<file path="src/common/boag_pkg.sv">
// boag_pkg: constants and carrier types for the bit operand address generator
// assumes one core clock domain; encodings of modes are local to this block
package boag_pkg;
  localparam int ADDR_W     = 24;
  localparam int BITPOS_W   = 3;
  localparam int BASE11_W   = 11;
  localparam int BASE19_W   = 19;
  localparam int BASE27_W   = 27;
  localparam int FLAG_LOW_W = 8;
  localparam int SHORT_OFS  = 2;

  typedef enum logic [2:0] {
    BOAG_REG_DIRECT,
    BOAG_FLAG_DIRECT,
    BOAG_AREG_INDIRECT,
    BOAG_AREG_REL,
    BOAG_SB_REL,
    BOAG_FB_REL
  } boag_mode_type;

  typedef enum logic [1:0] {
    BOAG_BASE_11,
    BOAG_BASE_19,
    BOAG_BASE_27
  } boag_base_type;

  typedef enum logic [1:0] {
    BOAG_SIZE_BYTE,
    BOAG_SIZE_WORD,
    BOAG_SIZE_LONG
  } boag_size_type;

  typedef enum logic [1:0] {
    BOAG_JMP_SHORT,
    BOAG_JMP_BYTE,
    BOAG_JMP_WORD,
    BOAG_JMP_ABS
  } boag_jump_type;

  typedef enum logic [2:0] {
    BOAG_REGSEL_GP0_LOW,
    BOAG_REGSEL_GP0_HIGH,
    BOAG_REGSEL_GP1_LOW,
    BOAG_REGSEL_GP1_HIGH,
    BOAG_REGSEL_AP0,
    BOAG_REGSEL_AP1
  } boag_regsel_type;

  typedef enum logic [1:0] {
    BOAG_INSN_FLAG_CLEAR,
    BOAG_INSN_FLAG_SET,
    BOAG_INSN_OTHER_BIT
  } boag_insn_type;

  typedef struct packed {
    logic            valid;
    boag_mode_type   mode;
    boag_insn_type   insn;
    boag_regsel_type regsel;
    logic            pointer_sel;
    boag_base_type   base_form;
    logic [26:0]     base;
    logic [2:0]      bit_pos;
    boag_size_type   size;
  } boag_bit_req_type;

  typedef struct packed {
    logic          valid;
    boag_jump_type form;
    logic [23:0]   field;
  } boag_jump_req_type;

  typedef struct packed {
    logic [23:0] address_pointer_0;
    logic [23:0] address_pointer_1;
    logic [23:0] static_base_register;
    logic [23:0] frame_base_register;
    logic [23:0] pc;
  } boag_regs_type;
endpackage : boag_pkg

</file>
<file path="src/hdl/boag_core.sv">
// boag_core: effective bit address and branch target generation
// assumes the decoder holds request fields stable for the cycle where valid is high
`timescale 1ns/10ps
`default_nettype none
module boag_core
  import boag_pkg::*;
(
  input  wire logic                        CORE_CLK,
  input  wire logic                        RST,
  input  wire logic                        CE,
  input  wire boag_pkg::boag_bit_req_type  BIT_REQ,
  input  wire boag_pkg::boag_jump_req_type JUMP_REQ,
  input  wire boag_pkg::boag_regs_type     REGS,
  output logic                             MEM_VALID,
  output logic [boag_pkg::ADDR_W-1:0]      MEM_ADDR,
  output logic                             REG_VALID,
  output boag_pkg::boag_regsel_type        REG_SEL,
  output logic                             FLAG_VALID,
  output logic [boag_pkg::FLAG_LOW_W-1:0]  FLAG_MASK,
  output logic [7:0]                       BIT_MASK,
  output logic [2:0]                       BIT_POS,
  output logic [5:0]                       DATA_WIDTH,
  output logic                             BIT_ILLEGAL,
  output logic                             JUMP_VALID,
  output logic [boag_pkg::ADDR_W-1:0]      JUMP_TARGET
);
  import boag_pkg::*;

  // base field limited to its form width; unsigned
  function automatic logic [ADDR_W-1:0] base_unsigned(input logic [26:0] b, input boag_base_type f);
    logic [26:0] m;
    m = '0;
    unique case (f)
      BOAG_BASE_11: m = {16'h0000, b[BASE11_W-1:0]};
      BOAG_BASE_19: m = {8'h00, b[BASE19_W-1:0]};
      BOAG_BASE_27: m = b;
    endcase
    // bit field occupies the low 3 bits; byte offset above it
    return m[26:3];
  endfunction : base_unsigned

  function automatic logic [ADDR_W-1:0] base_signed(input logic [26:0] b, input boag_base_type f);
    logic [26:0] m;
    m = '0;
    unique case (f)
      BOAG_BASE_11: m = {{16{b[BASE11_W-1]}}, b[BASE11_W-1:0]};
      BOAG_BASE_19: m = {{8{b[BASE19_W-1]}}, b[BASE19_W-1:0]};
      BOAG_BASE_27: m = b;
    endcase
    return m[26:3];
  endfunction : base_signed

  logic                mem_valid, next_mem_valid;
  logic [ADDR_W-1:0]   mem_addr, next_mem_addr;
  logic                reg_valid, next_reg_valid;
  boag_regsel_type     reg_sel, next_reg_sel;
  logic                flag_valid, next_flag_valid;
  logic [7:0]          flag_mask, next_flag_mask;
  logic [7:0]          bit_mask, next_bit_mask;
  logic [2:0]          bit_pos, next_bit_pos;
  logic [5:0]          data_width, next_data_width;
  logic                bit_illegal, next_bit_illegal;
  logic                jump_valid, next_jump_valid;
  logic [ADDR_W-1:0]   jump_target, next_jump_target;
  logic [ADDR_W-1:0]   ptr;

  always_comb
  begin
    next_mem_valid   = 1'b0;
    next_mem_addr    = mem_addr;
    next_reg_valid   = 1'b0;
    next_reg_sel     = reg_sel;
    next_flag_valid  = 1'b0;
    next_flag_mask   = 8'h00;
    next_bit_mask    = bit_mask;
    next_bit_pos     = bit_pos;
    next_data_width  = data_width;
    next_bit_illegal = 1'b0;
    ptr = BIT_REQ.pointer_sel ? REGS.address_pointer_1 : REGS.address_pointer_0;
    if (BIT_REQ.valid)
    begin
      // a 3-bit field cannot leave 0..7, counted from the lsb
      next_bit_pos  = BIT_REQ.bit_pos;
      next_bit_mask = 8'h01 << BIT_REQ.bit_pos;
      unique case (BIT_REQ.size)
        BOAG_SIZE_BYTE: next_data_width = 6'h08;
        BOAG_SIZE_WORD: next_data_width = 6'h10;
        BOAG_SIZE_LONG: next_data_width = 6'h20;
        default:        next_data_width = 6'h08;
      endcase
      unique case (BIT_REQ.mode)
        BOAG_REG_DIRECT:
        begin
          // pointer targets only expose bits 7..0 through the 3-bit position
          next_reg_valid = 1'b1;
          next_reg_sel   = BIT_REQ.regsel;
        end
        BOAG_FLAG_DIRECT:
        begin
          if (BIT_REQ.insn == BOAG_INSN_OTHER_BIT)
            next_bit_illegal = 1'b1;
          else
          begin
            next_flag_valid = 1'b1;
            next_flag_mask  = 8'h01 << BIT_REQ.bit_pos;
          end
        end
        BOAG_AREG_INDIRECT:
        begin
          next_mem_valid = 1'b1;
          next_mem_addr  = ptr;
        end
        BOAG_AREG_REL:
        begin
          next_mem_valid = 1'b1;
          next_bit_pos   = BIT_REQ.base[2:0];
          next_bit_mask  = 8'h01 << BIT_REQ.base[2:0];
          // carry past bit 23 is dropped by the 24-bit sum
          next_mem_addr  = ptr + base_unsigned(BIT_REQ.base, BIT_REQ.base_form);
        end
        BOAG_SB_REL:
        begin
          if (BIT_REQ.base_form == BOAG_BASE_27)
            next_bit_illegal = 1'b1;
          else
          begin
            next_mem_valid = 1'b1;
            next_bit_pos   = BIT_REQ.base[2:0];
            next_bit_mask  = 8'h01 << BIT_REQ.base[2:0];
            next_mem_addr  = REGS.static_base_register
                             + base_unsigned(BIT_REQ.base, BIT_REQ.base_form);
          end
        end
        BOAG_FB_REL:
        begin
          if (BIT_REQ.base_form == BOAG_BASE_27)
            next_bit_illegal = 1'b1;
          else
          begin
            next_mem_valid = 1'b1;
            next_bit_pos   = BIT_REQ.base[2:0];
            next_bit_mask  = 8'h01 << BIT_REQ.base[2:0];
            next_mem_addr  = REGS.frame_base_register
                             + base_signed(BIT_REQ.base, BIT_REQ.base_form);
          end
        end
        default: next_bit_illegal = 1'b1;
      endcase
    end
  end

  always_comb
  begin
    next_jump_valid  = JUMP_REQ.valid;
    next_jump_target = jump_target;
    if (JUMP_REQ.valid)
    begin
      unique case (JUMP_REQ.form)
        BOAG_JMP_SHORT: next_jump_target = REGS.pc + ADDR_W'(SHORT_OFS) + {21'h000000, JUMP_REQ.field[2:0]};
        BOAG_JMP_BYTE:  next_jump_target = REGS.pc + {{16{JUMP_REQ.field[7]}}, JUMP_REQ.field[7:0]};
        BOAG_JMP_WORD:  next_jump_target = REGS.pc + {{8{JUMP_REQ.field[15]}}, JUMP_REQ.field[15:0]};
        BOAG_JMP_ABS:   next_jump_target = JUMP_REQ.field;
      endcase
    end
  end

  always_ff @(posedge CORE_CLK or posedge RST)
  begin
    if (RST)
    begin
      mem_valid   <= 1'b0;
      mem_addr    <= '0;
      reg_valid   <= 1'b0;
      reg_sel     <= BOAG_REGSEL_GP0_LOW;
      flag_valid  <= 1'b0;
      flag_mask   <= 8'h00;
      bit_mask    <= 8'h01;
      bit_pos     <= 3'h0;
      data_width  <= 6'h08;
      bit_illegal <= 1'b0;
      jump_valid  <= 1'b0;
      jump_target <= '0;
    end
    else if (CE)
    begin
      mem_valid   <= next_mem_valid;
      mem_addr    <= next_mem_addr;
      reg_valid   <= next_reg_valid;
      reg_sel     <= next_reg_sel;
      flag_valid  <= next_flag_valid;
      flag_mask   <= next_flag_mask;
      bit_mask    <= next_bit_mask;
      bit_pos     <= next_bit_pos;
      data_width  <= next_data_width;
      bit_illegal <= next_bit_illegal;
      jump_valid  <= next_jump_valid;
      jump_target <= next_jump_target;
    end
  end

  assign MEM_VALID   = mem_valid;
  assign MEM_ADDR    = mem_addr;
  assign REG_VALID   = reg_valid;
  assign REG_SEL     = reg_sel;
  assign FLAG_VALID  = flag_valid;
  assign FLAG_MASK   = flag_mask;
  assign BIT_MASK    = bit_mask;
  assign BIT_POS     = bit_pos;
  assign DATA_WIDTH  = data_width;
  assign BIT_ILLEGAL = bit_illegal;
  assign JUMP_VALID  = jump_valid;
  assign JUMP_TARGET = jump_target;

  property p_flag_only_flag_clear_instruction_flag_set_instruction;
    @(posedge CORE_CLK) disable iff (RST)
    (CE && BIT_REQ.valid && BIT_REQ.mode == BOAG_FLAG_DIRECT && BIT_REQ.insn == BOAG_INSN_OTHER_BIT)
      |=> BIT_ILLEGAL && !FLAG_VALID;
  endproperty
  a_flag_only_flag_clear_instruction_flag_set_instruction: assert property (p_flag_only_flag_clear_instruction_flag_set_instruction) else $error("flag direct accepted for other bit insn");

  property p_flag_onehot;
    @(posedge CORE_CLK) disable iff (RST)
    FLAG_VALID |-> $onehot(FLAG_MASK) && FLAG_MASK == BIT_MASK;
  endproperty
  a_flag_onehot: assert property (p_flag_onehot) else $error("flag mask not a single low bit");

  property p_areg_indirect;
    @(posedge CORE_CLK) disable iff (RST)
    (CE && BIT_REQ.valid && BIT_REQ.mode == BOAG_AREG_INDIRECT && !BIT_REQ.pointer_sel)
      |=> MEM_VALID && MEM_ADDR == $past(REGS.address_pointer_0);
  endproperty
  a_areg_indirect: assert property (p_areg_indirect) else $error("indirect address wrong");

  property p_sb_rel;
    @(posedge CORE_CLK) disable iff (RST)
    (CE && BIT_REQ.valid && BIT_REQ.mode == BOAG_SB_REL && BIT_REQ.base_form == BOAG_BASE_11)
      |=> MEM_ADDR == ADDR_W'($past(REGS.static_base_register) + $past(BIT_REQ.base[10:3]));
  endproperty
  a_sb_rel: assert property (p_sb_rel) else $error("static base address wrong");

  property p_sb_no27;
    @(posedge CORE_CLK) disable iff (RST)
    (CE && BIT_REQ.valid && BIT_REQ.mode == BOAG_SB_REL && BIT_REQ.base_form == BOAG_BASE_27)
      |=> BIT_ILLEGAL && !MEM_VALID;
  endproperty
  a_sb_no27: assert property (p_sb_no27) else $error("static base accepted 27-bit form");

  property p_fb_rel;
    @(posedge CORE_CLK) disable iff (RST)
    (CE && BIT_REQ.valid && BIT_REQ.mode == BOAG_FB_REL && BIT_REQ.base_form == BOAG_BASE_11)
      |=> MEM_ADDR == ADDR_W'($past(REGS.frame_base_register)
                     + {{16{$past(BIT_REQ.base[10])}}, $past(BIT_REQ.base[10:3])});
  endproperty
  a_fb_rel: assert property (p_fb_rel) else $error("frame base address wrong");

  property p_short_range;
    @(posedge CORE_CLK) disable iff (RST)
    (CE && JUMP_REQ.valid && JUMP_REQ.form == BOAG_JMP_SHORT)
      |=> (ADDR_W'(JUMP_TARGET - $past(REGS.pc)) >= 24'h000002) && (ADDR_W'(JUMP_TARGET - $past(REGS.pc)) <= 24'h000009);
  endproperty
  a_short_range: assert property (p_short_range) else $error("short branch out of range");

  property p_abs_jump;
    @(posedge CORE_CLK) disable iff (RST)
    (CE && JUMP_REQ.valid && JUMP_REQ.form == BOAG_JMP_ABS) |=> JUMP_VALID && JUMP_TARGET == $past(JUMP_REQ.field);
  endproperty
  a_abs_jump: assert property (p_abs_jump) else $error("absolute target wrong");

  property p_width;
    @(posedge CORE_CLK) disable iff (RST)
    (CE && BIT_REQ.valid && BIT_REQ.size == BOAG_SIZE_WORD) |=> DATA_WIDTH == 6'h10;
  endproperty
  a_width: assert property (p_width) else $error("word width wrong");
endmodule : boag_core
`default_nettype wire

</file>
<file path="config.mk">
export PLATFORM = sky130hd
export DESIGN_NAME = boag_core
export DESIGN_NICKNAME = d
export VERILOG_FILES = /design/src/common/boag_pkg.sv /design/src/hdl/boag_core.sv
export SDC_FILE = /design/constraint.sdc
export NUM_CORES = 1
export LEC_CHECK = 0
export BUFFER_PORTS_ARGS = -buffer_cell sky130_fd_sc_hd__buf_2
export CAP_MARGIN = 20
export CORE_MARGIN = 1.5
export CORE_UTILIZATION = 45
export CTS_CLUSTER_DIAMETER = 150
export DETAILED_ROUTE_END_ITERATION = 12
export GPL_TIMING_DRIVEN = 0
export PLACE_DENSITY = 0.71
export SYNTH_ARGS = -nofsm -noshare
export SYNTH_HDL_FRONTEND = slang
export SYNTH_SLANG_ARGS = --single-unit
</file>
<file path="constraint.sdc">
create_clock -name CORE_CLK -period 2.95 [get_ports CORE_CLK]
set_input_delay 0.1475 -clock CORE_CLK [delete_from_list [all_inputs] [get_ports CORE_CLK]]
set_output_delay 0.1475 -clock CORE_CLK [all_outputs]
set_load 0.05 [all_outputs]
</file>
# == After elaboration in Yosys (flattened, before gate mapping) ==
# Index checks and enable logic that the tools add are counted.
# classes
n_shift,2
n_eq_ne,15
n_reduce_logical,11
add_sub_neg,7
n_mux,36
# ops
op,n
$mux 27,8
$pmux 24 s4,2
$add 24x24->24,5
$pmux 27 s2,2
$pmux 27 s3,1
$mux 24,3
$mux 8,4
$add 24x2->24 const B,1
$add 24x3->24,1
$pmux 8 s2,1
$shl 1x3->8 const A,2
$pmux 6 s2,1
$eq 2x2->1 const B,5
$mux 1,10
$eq 2x1->1 const B,3
$eq 3x2->1 const B,2
$eq 3x3->1 const B,2
$pmux 3 s2,1
$reduce_and 5->1,1
$logic_not 2->1,2
$ne 2x2->1 const B,2
$reduce_and 2->1,2
$reduce_bool 4->1,1
$reduce_or 2->1,2
7 further kinds,7
# word_totals
word_cells,83
register_bits,81
inputBits,194

# == Longest topological paths before layout ==
# logic_depth
word_depth,8
depth_mapped,16
mapped_depth_nobuf,14

# == Least setup slack after synthesis ==
# OpenSTA, ideal clock, no wires.
# synth_path
path_kind,input-to-reg
start,in BIT_REQ[34] (netlist name)
end,reg mem_addr[11] (netlist: MEM_ADDR[11])
t_arrival_ns,2.987
slack_ns,-0.159
path_stages,12
path_buffers,2
required_time_ns,2.829
setup_time_ns,0.121
cell_sequence,clkbuf_1 -> clkbuf_1 -> mux2_2 -> ha_1 -> a211oi_1 -> o21ai_0 -> a221oi_1 -> o21ai_0 -> xor2_1 -> a221oi_1 -> o21ai_0 -> o22a_1
# synth_via
elab_chain_cells,3
# synth_lines
item,line,text
start: declaration,boag_core.sv:11,"input wire boag_pkg::boag_bit_req_type BIT_REQ,"
$mux 24 (*),boag_core.sv:79,ptr = BIT_REQ.pointer_sel ? REGS.address_pointer_1 : REGS.address_pointer_0;
$add 24x24->24,boag_core.sv:119,"next_mem_addr = ptr + base_unsigned(BIT_REQ.base, BIT_REQ.base_form);"
$pmux 24 s4 (*),boag_core.sv:91,unique case (BIT_REQ.mode)
end signal: assignment,boag_core.sv:187,mem_addr <= next_mem_addr;
end: declaration,boag_core.sv:54,"logic [ADDR_W-1:0] mem_addr, next_mem_addr;"
# Mark *: on every way between the ends. The rest lies on a longest branch, timed or not.
# A chain may end at the register's enable or synchronous reset.

# == Worst setup path after layout ==
# layout_path
start,in BIT_REQ[34] (netlist name)
end,reg mem_addr[20] (netlist: MEM_ADDR[20])
# The elaborated chain is that of the path after synthesis.

==> impl_metrics.tcl <==
set metrics [dict create \
    antenna_found_initial 0 \
    cts_tree "done" \
    worstMarginPinSlew_ps 933 \
    place_hpwl_mm 26.4 \
    synth_top_area_cell "dfrtp_1" \
    clock_skew_ps 0 \
    critical_path_buf_inv_count 3 \
    drtAntennaViolNets 0 \
    dp.cells 1729 \
    setup_violations 0 \
    wl_mm 32.8 \
    die_x_um 148 \
    dr.pass1.iters 5 \
    start_kind "input port" \
    fmax_mhz 349 \
    vdd_drop_max_mv 0.341 \
    synthTopCellsByArea "dfrtp_1, ha_1, a21oi_1, xnor2_1, nand2_1" \
    maxSlewViolCount 0 \
    outcome "completed" \
    yosysWarningCount 0 \
    cts_root_buffer "clkbuf_16" \
    maxCapViolations 0 \
    cts_max_level 3 \
    period_minus_slack_ps 2870 \
    power_mw 5.27 \
    grt_pass1_vias 9781 \
    avgSynthCellArea_um2 7.94 \
    diodes 0 \
    grt_use_total_pct 29.6 \
    area_growth_pct 23.2 \
    final_nets 1767 \
    rsz0062_at_grt "yes" \
    leakage_nw 5.55 \
    n_fill_cell 1954 \
    vias_per_cell 5.95 \
    fin_crit_sh_pct 97.1 \
    worstPathCellList "clkbuf_2 -> clkbuf_8 -> mux2_2 -> ha_1 -> inv_1 -> fa_1 -> nor2b_1 -> o31ai_2 -> a211oi_2 -> o2111ai_1 -> nand3b_1 -> xnor2_1 -> nor2_1 -> o31a_1" \
    synth_edf_count 0 \
    clock_latency_ps 350 \
    drt_iter0_markers 718 \
    start_util_pct 46.3 \
    setup.worst_path.class "in2reg" \
    whs_path_depth 2 \
    critical_path.endpoint_type "flop" \
    crit_required_ps 3200 \
    synth.top_cell.area_share_pct 20.2 \
    yosysUniqueCellTypes 72 \
    cp_num_cells 14 \
    max_slew_margin_pct 37.3 \
    clk_pin_slew_ps 80 \
    final_common_cell "buf_2" \
    fin_cells 1748 \
    yosysSeqAreaShare_pct 20.7 \
    cp.arrival_ps 3120 \
    yosys_register_bits 78 \
    rows 52 \
    synth-async-reset-ratio_pct 100 \
    cts_buffer_depth 2 \
    path_delay_family "compound AO/OA/AOI/OAI gates" \
    powerDensity_nw_per_um2 454 \
    hold_class "in2reg" \
    crit_path_max_fanout 10 \
    gp_congestion 0.944 \
    cts_sinks 78 \
    die_h_um 148 \
    cts_made_buffers 9 \
    dpl_cell_area_um2 11200 \
    drc 0 \
    slowest_stage "a211oi_2" \
    synth_ff_type "dfrtp_1" \
    grt_pass1_wl_mm 50.9 \
    via_count 10407 \
    core_area_um2 20400 \
    netlist_area_um2 9430 \
    fin_area_um2 11600 \
    finalHoldViolCount 0 \
    grt_max_degree 66 \
    worstRegToRegCells 3 \
    overflow 0 \
    drive_above_1_share_pct 25.2 \
    syn_inst 1188 \
    wl_per_cell_um 18.7 \
    final_cell_mix "buf_2, nand2_1, a21oi_1" \
    io_pins 275 \
    port_buffers 267 \
    crit_path_max_incr_delay_ps 450 \
    fp.dieArea_um2 21800 \
]
-- flip-flops by register name (all words and copies together) (netlist names), 3 cells and up --
| register | cells |
|---|---|
| DATA_WIDTH | 3 |
| REG_SEL | 3 |
| BIT_POS | 3 |
| JUMP_TARGET | 24 |
| FLAG_MASK | 8 |
| BIT_MASK | 8 |
| MEM_ADDR | 24 |
-- cell usage after synthesis, types with 19 or more instances --
cell and instances:
xor2_1 36, nor3_1 19, dfrtp_1 76, nor2_1 80, nand3_1 31, inv_1 47
a221oi_1 26, mux2_2 32, nand2b_1 21, a21oi_1 100, a31oi_1 21, nand2_1 118
ha_1 95, o21ai_0 70, a21o_1 42, xnor2_1 53, and2_1 28, a211oi_1 26
clkbuf_1 40
-- logic make-up after synthesis --
| kind of cell | share of synthesized area (%) |
|---|---|
| other cells | 0.0398 |
| buf+inv | 3.91 |
| compound gates | 29.2 |
| fa+ha+maj | 13.7 |
| simple gates | 19.7 |
| mux | 4.56 |
| flops | 20.7 |
| xor+xnor | 8.27 |
-- through the flow --
stage	setup TNS, ps	hold slack [ps]	utilization, %	setup WS, ps
2_1_floorplan	-34.6	298	-	-34.6
3_3_place_gp	-39500	381	54.6	-663
3_5_place_dp	-14750	96.8	54.8	-729
4_1_cts	0	17.8	56.5	13.9
5_1_grt	-150	21.1	57.0	-53.3
6_report	0	21.6	57.0	84.7
-- what timing repair did --
item / CTS / global route
gates resized for setup: 18 / 26
buffers inserted: 1 / 5
hold buffers: 1 / 0
endpoints found under the setup margin: 23 / 17
pin swaps: 2 / 8
gates cloned: 0 / 0
hold endpoints to repair: 13 / 0
-- power by group --
part / internal, mW / total, mW / switching (mW)
clock network: 0.591 / 1.13 / 0.543
logic: 0.945 / 2.77 / 1.82
registers: 1.25 / 1.37 / 0.116
total: 2.79 / 5.27 / 2.48
-- per-layer routing --
layer	track usage (%)	up-vias	part of all wire (%)
li1	-	5003	-
met1	39.1	4877	43
met2	47.6	443	45
met3	5.74	84	8.1
met4	11.6	0	3.6
met5	0	-	0
-- worst paths after layout --
| path | slack, ps | startpoint | end |
|---|---|---|---|
| min in group asynchronous | 270 | RST | JUMP_TARGET[1]$_DFFE_PP0P_ |
| worst max-delay path | 80 | BIT_REQ[34] | MEM_ADDR[20]$_DFFE_PP0P_ |
| worst min-delay path | 20 | BIT_REQ[35] | REG_SEL[0]$_DFFE_PP0P_ |
| worst min register to register | 470 | MEM_ADDR[8]$_DFFE_PP0P_ | MEM_ADDR[8]$_DFFE_PP0P_ |
| max in group asynchronous | 2060 | RST | BIT_MASK[0]$_DFFE_PP1P_ |
| worst max register to register | 2070 | JUMP_TARGET[21]$_DFFE_PP0P_ | JUMP_TARGET[21]$_DFFE_PP0P_ |
-- layout make-up --
class	instances	area, µm²	share of cell area, %
clock buffer	9	225	1.94
clock inverter	7	62.6	0.539
tap	270	338	2.91
buffer	44	199	1.71
timing repair buffer	276	1430	12.3
sequential	78	1950	16.8
inverter	47	179	1.54
multi-input combinational	1017	7230	62.3
Power figures use the tool's default switching activity.
